===== config.mk =====
export PLATFORM = sky130hd
export DESIGN_NAME = spread_spectrum_config_regs
export DESIGN_NICKNAME = d
export VERILOG_FILES = /design/src/design/synth_config_pkg.sv /design/src/design/spread_spectrum_config_regs.sv
export SDC_FILE = /design/constraint.sdc
export NUM_CORES = 1
export LEC_CHECK = 0
export ABC_AREA = 1
export BUFFER_PORTS_ARGS = -buffer_cell sky130_fd_sc_hd__buf_2
export CAP_MARGIN = 20
export CORE_ASPECT_RATIO = 0.9
export CORE_MARGIN = 2
export CORE_UTILIZATION = 54
export CTS_CLUSTER_DIAMETER = 50
export DETAILED_ROUTE_END_ITERATION = 8
export PLACE_DENSITY = 0.79
export SYNTH_ARGS = -nofsm -noshare
export SYNTH_HDL_FRONTEND = slang
export SYNTH_SLANG_ARGS = --single-unit

===== constraint.sdc =====
create_clock -name clock -period 2.1 [get_ports clock]
set_clock_uncertainty 0.2 [all_clocks]
set_input_delay 0.525 -clock clock [delete_from_list [all_inputs] [get_ports clock]]
set_output_delay 0.525 -clock clock [all_outputs]
set_load 0.05 [all_outputs]

===== src/design/synth_config_pkg.sv =====
/*
  Shared constants and types for the spread-spectrum configuration registers.
  Assumes an SMBus protocol engine outside that turns bus traffic into byte accesses.
*/
package synth_config_pkg;

  localparam logic [7:0] PLL_CONTROL_OFFSET              = 8'h03;
  localparam logic [7:0] INPUT_SELECT_OFFSET             = 8'h0A;
  localparam logic [7:0] INPUT_SOURCE_OFFSET             = 8'h0B;
  localparam logic [7:0] SPREAD_SPECTRUM_SETTINGS_OFFSET = 8'h19;
  localparam logic [7:0] BLOCK_READ_LENGTH_OFFSET        = 8'h1A;

  localparam int SECOND_SYNTH_LOOP_BYPASS_BIT = 6;
  localparam int CLOCK_SELECT_BIT             = 4;
  localparam int INPUT_SOURCE_LSB             = 6;
  localparam int SPREAD_AMOUNT_LSB            = 4;
  localparam int SPREAD_RATE_LSB              = 0;

  localparam logic       SECOND_SYNTH_LOOP_BYPASS_RESET = 1'h0;
  localparam logic       CLOCK_SELECT_RESET             = 1'h0;
  localparam logic [1:0] INPUT_SOURCE_RESET             = 2'h0;
  localparam logic [3:0] SPREAD_RATE_RESET              = 4'h9;
  localparam logic [2:0] SPREAD_AMOUNT_RESET            = 3'h0;
  localparam logic [6:0] BLOCK_READ_LENGTH_RESET        = 7'h1B;
  localparam logic [6:0] BLOCK_READ_LENGTH_ZERO         = 7'h00;

  localparam logic [12:0] SPREAD_RATE_FACTOR_TABLE [16] = '{
    13'h1630, 13'h1524, 13'h1418, 13'h130C, 13'h1200, 13'h10F4, 13'h0FE8, 13'h0EDC,
    13'h0DD0, 13'h0CD6, 13'h0BB8, 13'h0AAC, 13'h09A0, 13'h0894, 13'h0788, 13'h067C
  };

  // Spread amount in hundredths of a percent
  localparam logic [8:0] SPREAD_AMOUNT_TABLE [8] = '{
    9'h000, 9'h00A, 9'h019, 9'h028, 9'h064, 9'h096, 9'h0C8, 9'h12C
  };

  typedef enum logic [1:0] {SPREAD_BYPASS, SPREAD_CENTER, SPREAD_DOWN} spread_mode_t;

  typedef enum logic [1:0] {
    INPUT_CRYSTAL, INPUT_SINGLE_ENDED, INPUT_DIFFERENTIAL, INPUT_RESERVED
  } input_mode_t;

  typedef enum logic {BLOCK_IDLE, BLOCK_SEND} block_state_t;

  typedef struct packed {
    logic       write;
    logic       read;
    logic [7:0] offset;
    logic [7:0] data;
  } reg_access_t;

  typedef struct packed {
    logic       valid;
    logic [7:0] data;
  } reg_answer_t;

  typedef struct packed {
    logic       valid;
    logic       last;
    logic [7:0] data;
  } block_byte_t;

  typedef struct packed {
    spread_mode_t mode;
    logic [8:0]   amount_hundredths;
    logic [12:0]  rate_factor;
    logic         power_down;
    logic         output_hold_low;
    logic         unmodulated_enable;
  } spread_config_t;

  typedef struct packed {
    input_mode_t mode;
    logic        use_clock_input_b;
  } input_config_t;

endpackage : synth_config_pkg


===== src/design/spread_spectrum_config_regs.sv =====
/*
  Configuration register slice: spread settings of the second synthesis loop,
  block-read length and input clock source.
  Assumes byte accesses and block-read byte requests come from an SMBus engine,
  synchronous to clock.
*/
`timescale 1ns/1ps

//Contract
// - The 4-bit rate code decodes to factors 5680 down to 1660, default factor 3286.
// - The 3-bit amount decodes to bypass, three center spreads and four down spreads.
// - Amount bypass powers down the spread circuitry and holds the spread output low.
// - Amount bypass leaves the unmodulated output of the second loop running.
// - The block-read length is 7 bits, 1 to 127, and zero is never taken.
// - A block read returns exactly the programmed number of bytes, default 27.
// - The input clock mode comes from bits 7 to 6 of byte 11, crystal by default.
// - Input source codes are crystal, single-ended pair, differential and reserved.
module spread_spectrum_config_regs (
  input  wire logic                          clock,
  input  wire logic                          reset_n,
  input  wire synth_config_pkg::reg_access_t access,
  output synth_config_pkg::reg_answer_t      answer,
  input  wire logic                          block_read_start,
  input  wire logic                          byte_request,
  output synth_config_pkg::block_byte_t      block_byte,
  output logic                               block_read_busy,
  output logic [6:0]                         block_read_count,
  output logic                               second_synth_loop_bypass,
  output synth_config_pkg::spread_config_t   spread_config,
  output synth_config_pkg::input_config_t    input_config
);

  logic                           bypass_bit;
  logic                           clock_select_b;
  logic [1:0]                     input_source;
  logic [3:0]                     spread_rate_factor;
  logic [2:0]                     spread_amount;
  logic [6:0]                     block_read_length;
  synth_config_pkg::block_state_t block_state;
  logic [7:0]                     block_index;
  logic [6:0]                     block_remaining;

  function automatic logic [7:0] read_byte(input logic [7:0] offset);
    logic [7:0] value;
    value = 8'h00;
    if (offset == synth_config_pkg::PLL_CONTROL_OFFSET)
    begin
      value[synth_config_pkg::SECOND_SYNTH_LOOP_BYPASS_BIT] = bypass_bit;
    end
    else if (offset == synth_config_pkg::INPUT_SELECT_OFFSET)
    begin
      value[synth_config_pkg::CLOCK_SELECT_BIT] = clock_select_b;
    end
    else if (offset == synth_config_pkg::INPUT_SOURCE_OFFSET)
    begin
      value[synth_config_pkg::INPUT_SOURCE_LSB +: 2] = input_source;
    end
    else if (offset == synth_config_pkg::SPREAD_SPECTRUM_SETTINGS_OFFSET)
    begin
      value[synth_config_pkg::SPREAD_AMOUNT_LSB +: 3] = spread_amount;
      value[synth_config_pkg::SPREAD_RATE_LSB +: 4]   = spread_rate_factor;
    end
    else if (offset == synth_config_pkg::BLOCK_READ_LENGTH_OFFSET)
    begin
      value[6:0] = block_read_length;
    end
    return value;
  endfunction : read_byte

  // Register writes
  always_ff @(posedge clock)
  begin
    if (!reset_n)
    begin
      bypass_bit         <= synth_config_pkg::SECOND_SYNTH_LOOP_BYPASS_RESET;
      clock_select_b     <= synth_config_pkg::CLOCK_SELECT_RESET;
      input_source       <= synth_config_pkg::INPUT_SOURCE_RESET;
      spread_rate_factor <= synth_config_pkg::SPREAD_RATE_RESET;
      spread_amount      <= synth_config_pkg::SPREAD_AMOUNT_RESET;
      block_read_length  <= synth_config_pkg::BLOCK_READ_LENGTH_RESET;
    end
    else if (access.write)
    begin
      if (access.offset == synth_config_pkg::PLL_CONTROL_OFFSET)
      begin
        bypass_bit <= access.data[synth_config_pkg::SECOND_SYNTH_LOOP_BYPASS_BIT];
      end
      else if (access.offset == synth_config_pkg::INPUT_SELECT_OFFSET)
      begin
        clock_select_b <= access.data[synth_config_pkg::CLOCK_SELECT_BIT];
      end
      else if (access.offset == synth_config_pkg::INPUT_SOURCE_OFFSET)
      begin
        input_source <= access.data[synth_config_pkg::INPUT_SOURCE_LSB +: 2];
      end
      else if (access.offset == synth_config_pkg::SPREAD_SPECTRUM_SETTINGS_OFFSET)
      begin
        spread_amount      <= access.data[synth_config_pkg::SPREAD_AMOUNT_LSB +: 3];
        spread_rate_factor <= access.data[synth_config_pkg::SPREAD_RATE_LSB +: 4];
      end
      // Zero length refused, old count kept
      else if (access.offset == synth_config_pkg::BLOCK_READ_LENGTH_OFFSET &&
               access.data[6:0] != synth_config_pkg::BLOCK_READ_LENGTH_ZERO)
      begin
        block_read_length <= access.data[6:0];
      end
    end
  end

  // Single byte reads
  always_ff @(posedge clock)
  begin
    if (!reset_n)
    begin
      answer <= '0;
    end
    else
    begin
      answer.valid <= access.read;
      answer.data  <= access.read ? read_byte(access.offset) : 8'h00;
    end
  end

  // Block read sequencer
  always_ff @(posedge clock)
  begin
    if (!reset_n)
    begin
      block_state     <= synth_config_pkg::BLOCK_IDLE;
      block_index     <= 8'h00;
      block_remaining <= 7'h00;
      block_byte      <= '0;
      block_read_busy <= 1'b0;
    end
    // Start wins over a byte request
    else if (block_read_start)
    begin
      block_state     <= synth_config_pkg::BLOCK_SEND;
      block_index     <= 8'h00;
      block_remaining <= block_read_length;
      block_byte      <= '0;
      block_read_busy <= 1'b1;
    end
    else
    begin
      block_byte <= '0;
      case (block_state)
        synth_config_pkg::BLOCK_IDLE:
        begin
          block_read_busy <= 1'b0;
        end
        synth_config_pkg::BLOCK_SEND:
        begin
          if (byte_request)
          begin
            block_byte.valid <= 1'b1;
            block_byte.last  <= (block_remaining == 7'h01);
            block_byte.data  <= read_byte(block_index);
            block_index      <= block_index + 8'h01;
            block_remaining  <= block_remaining - 7'h01;
            if (block_remaining == 7'h01)
            begin
              block_state     <= synth_config_pkg::BLOCK_IDLE;
              block_read_busy <= 1'b0;
            end
          end
        end
        default:
        begin
          block_state <= synth_config_pkg::BLOCK_IDLE;
        end
      endcase
    end
  end

  // Decoded configuration
  // Decode lags the registers by one clock
  always_ff @(posedge clock)
  begin
    if (!reset_n)
    begin
      block_read_count         <= synth_config_pkg::BLOCK_READ_LENGTH_RESET;
      second_synth_loop_bypass <= synth_config_pkg::SECOND_SYNTH_LOOP_BYPASS_RESET;
      spread_config.mode       <= synth_config_pkg::SPREAD_BYPASS;
      spread_config.amount_hundredths <=
        synth_config_pkg::SPREAD_AMOUNT_TABLE[synth_config_pkg::SPREAD_AMOUNT_RESET];
      spread_config.rate_factor <=
        synth_config_pkg::SPREAD_RATE_FACTOR_TABLE[synth_config_pkg::SPREAD_RATE_RESET];
      spread_config.power_down         <= 1'b1;
      spread_config.output_hold_low    <= 1'b1;
      spread_config.unmodulated_enable <= 1'b1;
      input_config.mode                <= synth_config_pkg::INPUT_CRYSTAL;
      input_config.use_clock_input_b   <= 1'b0;
    end
    else
    begin
      block_read_count         <= block_read_length;
      second_synth_loop_bypass <= bypass_bit;
      if (spread_amount == 3'h0)
        spread_config.mode <= synth_config_pkg::SPREAD_BYPASS;
      else if (!spread_amount[2])
        spread_config.mode <= synth_config_pkg::SPREAD_CENTER;
      else
        spread_config.mode <= synth_config_pkg::SPREAD_DOWN;
      spread_config.amount_hundredths <=
        synth_config_pkg::SPREAD_AMOUNT_TABLE[spread_amount];
      spread_config.rate_factor <=
        synth_config_pkg::SPREAD_RATE_FACTOR_TABLE[spread_rate_factor];
      spread_config.power_down         <= (spread_amount == 3'h0);
      spread_config.output_hold_low    <= (spread_amount == 3'h0);
      spread_config.unmodulated_enable <= !bypass_bit;
      case (input_source)
        2'h0:    input_config.mode <= synth_config_pkg::INPUT_CRYSTAL;
        2'h1:    input_config.mode <= synth_config_pkg::INPUT_SINGLE_ENDED;
        2'h2:    input_config.mode <= synth_config_pkg::INPUT_DIFFERENTIAL;
        default: input_config.mode <= synth_config_pkg::INPUT_RESERVED;
      endcase
      input_config.use_clock_input_b <= (input_source == 2'h1) && clock_select_b;
    end
  end

endmodule : spread_spectrum_config_regs


==> flow_summary.json <==
{
  "status": "finished, final reports clean",
  "fmax_mhz": 579,
  "synthToLayoutAreaGrowth_pct": 17.2,
  "timing.critical_path.buf_inv": 1,
  "ant_nets": 0,
  "cts.repair.resized": 0,
  "critPathMaxFanout": 1,
  "ys_seq_elements": 90,
  "startpoint_type": "flop",
  "cap_violations": 0,
  "grt_use_total_pct": 21.9,
  "synthCells": 486,
  "slowest_delay_ps": 370,
  "core_um2": 6970,
  "first_pass_iters": 5,
  "fin_tns_setup_ps": 0,
  "numCtsBuffers": 9,
  "antenna_cells": 0,
  "fin_crit_sh_pct": 82.3,
  "synth_area_leaders": "dfxtp_1 47%, nand2_1 11%, inv_1 6.5%",
  "grtUsageMet3_pct": 5.15,
  "grtUsageMet2_pct": 36.1,
  "final_nets": 607,
  "pre_cts_ws_ps": 234,
  "hold_viol": 0,
  "synth_top_area_share_pct": 46.9,
  "rrSetupSlack_ps": 410,
  "wire_per_inst_um": 12.4,
  "path_cells": "buf_2",
  "yosys.area.top_type": "dfxtp_1",
  "final_cell_mix": "111 x nand2_1, 90 x dfxtp_1, 78 x buf_2",
  "rows": 29,
  "layout_commonest_cell": "nand2_1",
  "initial_utilization_pct": 55.1,
  "powerDensity_nw_per_um2": 667,
  "postLayoutSetupSlackWorst_ps": 372,
  "cts_tree": "done",
  "h-tree-depth": 3,
  "drtIter0Drc": 191,
  "numPortBuffers": 78,
  "clk_latency_ps": 360,
  "hpwl_um": 6370,
  "totalWireLength_um": 8290,
  "end_kind": "output pin",
  "drive_above_1_share_pct": 22.9,
  "path_class": "flop to output pin",
  "clockBufferDepth": 2,
  "drv_slew": 0,
  "io_pins": 80,
  "die_y_um": 84.0,
  "fin_hold_ws_ps": 210,
  "grt_pass1_vias": 3047,
  "clk_pin_slew_ps": 90,
  "synth-seq-area-share_pct": 46.9,
  "static-leakage-power_nw": 2.17,
  "fin_total_pwr_w": 0.00300,
  "grt-ovfl-total": 0,
  "grt_max_degree": 26,
  "die_w_um": 92.9,
  "hold_path.class": "input pin to flop",
  "grt_pass1_wl_um": 13700,
  "grt_antenna_before_repair": 0,
  "via_per_inst": 5.03,
  "die-area_um2": 7800,
  "final_util_pct": 64.6,
  "worstPathArrival_ps": 1000,
  "synth_area_per_cell_um2": 7.90,
  "rsz0062_at_grt": "false",
  "syn-cell-area_um2": 3840,
  "gr-usage-met1_pct": 27.5,
  "cp_data_required_time_ps": 1370,
  "vdd_drop_max_mv": 0.507,
  "min_period_ps": 1730,
  "route.detailed.drc": 0,
  "place_congestion": 0.858,
  "vias": 3349,
  "syn-num-nets": 525,
  "hold_buffers": 0,
  "postCtsSetupBuffers": 0,
  "cp_slowest_cell": "dfxtp_1",
  "cts_root_buffer": "clkbuf_8",
  "crit_family": "flip-flops",
  "cts_sinks": 90,
  "synth_cell_type_count": 43,
  "finalSetupViolCount": 0,
  "ys_warn_count": 0,
  "busiest_layer": "met2"
}
[per-layer routing]
metal | up-vias | part of all wire, % | wire, um
met4 | 0 | 2.0 | 168
met3 | 16 | 7.4 | 616
met2 | 123 | 48 | 3970
li1 | 1713 | - | -
met5 | - | 0 | 0
met1 | 1497 | 43 | 3540
[where the power goes]
part / leakage [nW] / switching [W] / internal, W
registers: 0.728 / 0.00000968 / 0.00172
clock network: 0.0819 / 0.000640 / 0.000449
logic: 1.36 / 0.000125 / 0.0000576
total: 2.17 / 0.000774 / 0.00223
[sequential cells by signal, indices dropped and copies added (netlist names)]
| name | cells |
|---|---|
| spread_config | 25 |
| input_source | 2 |
| second_synth_loop_bypass | 1 |
| block_read_busy | 1 |
| spread_rate_factor | 4 |
| block_byte | 10 |
| block_index | 8 |
| block_state | 1 |
| clock_select_b | 1 |
| block_remaining | 7 |
| spread_amount | 3 |
| block_read_count | 7 |
| answer | 9 |
| block_read_length | 7 |
| bypass_bit | 1 |
| input_config | 3 |
[stage by stage]
stage / instances / cell area, um^2
after floorplan: 486 / 3840
after global placement: 650 / 4320
after CTS: 666 / 4500
after detailed placement: 650 / 4320
after global routing: 666 / 4500
final: 666 / 4500
[cell usage after synthesis (all sizes together)]
cell,instances
nand2,117
dfxtp,90
inv,72
nor2,51
o21ai,30
a21oi,29
nand3,26
ha,17
nor3,11
buf,6
clkbuf,5
nand4,5
o211ai,5
o22ai,3
a31oi,2
nand3b,2
o2111ai,2
o31ai,2
xor2,2
a21o,1
a221oi,1
a22oi,1
a32o,1
clkinv,1
conb,1
o21a,1
o221ai,1
or2,1
[worst paths after layout]
check	start	endpoint	cells after the start
setup / recovery	block_byte[5]	block_byte[5]	1
hold / removal	access[1]	block_read_length[1]	3
setup reg to reg	block_index[1]	block_byte[4]	8
hold reg to reg	bypass_bit	spread_config[0]	1
[cell families after synthesis]
group | count (synthesis) | synth area share, %
adder cells (fa/ha/maj) | 17 | 5.54
other | 1 | 0.0976
flip-flops | 90 | 46.9
AND/OR/NAND/NOR | 213 | 26.2
AO/OA/AOI/OAI | 79 | 11.8
XOR/XNOR | 2 | 0.456
buffers and inverters | 84 | 8.96
[area by class of cell]
class,instances,area (um^2)
Fill cell,596,2470
Sequential cell,90,1800
Multi-Input combinational cell,312,1700
Timing Repair Buffer,82,420
Inverter,73,282
Clock buffer,9,124
Tap cell,93,116
Clock inverter,7,61.3
Power figures use the tool's default switching activity.
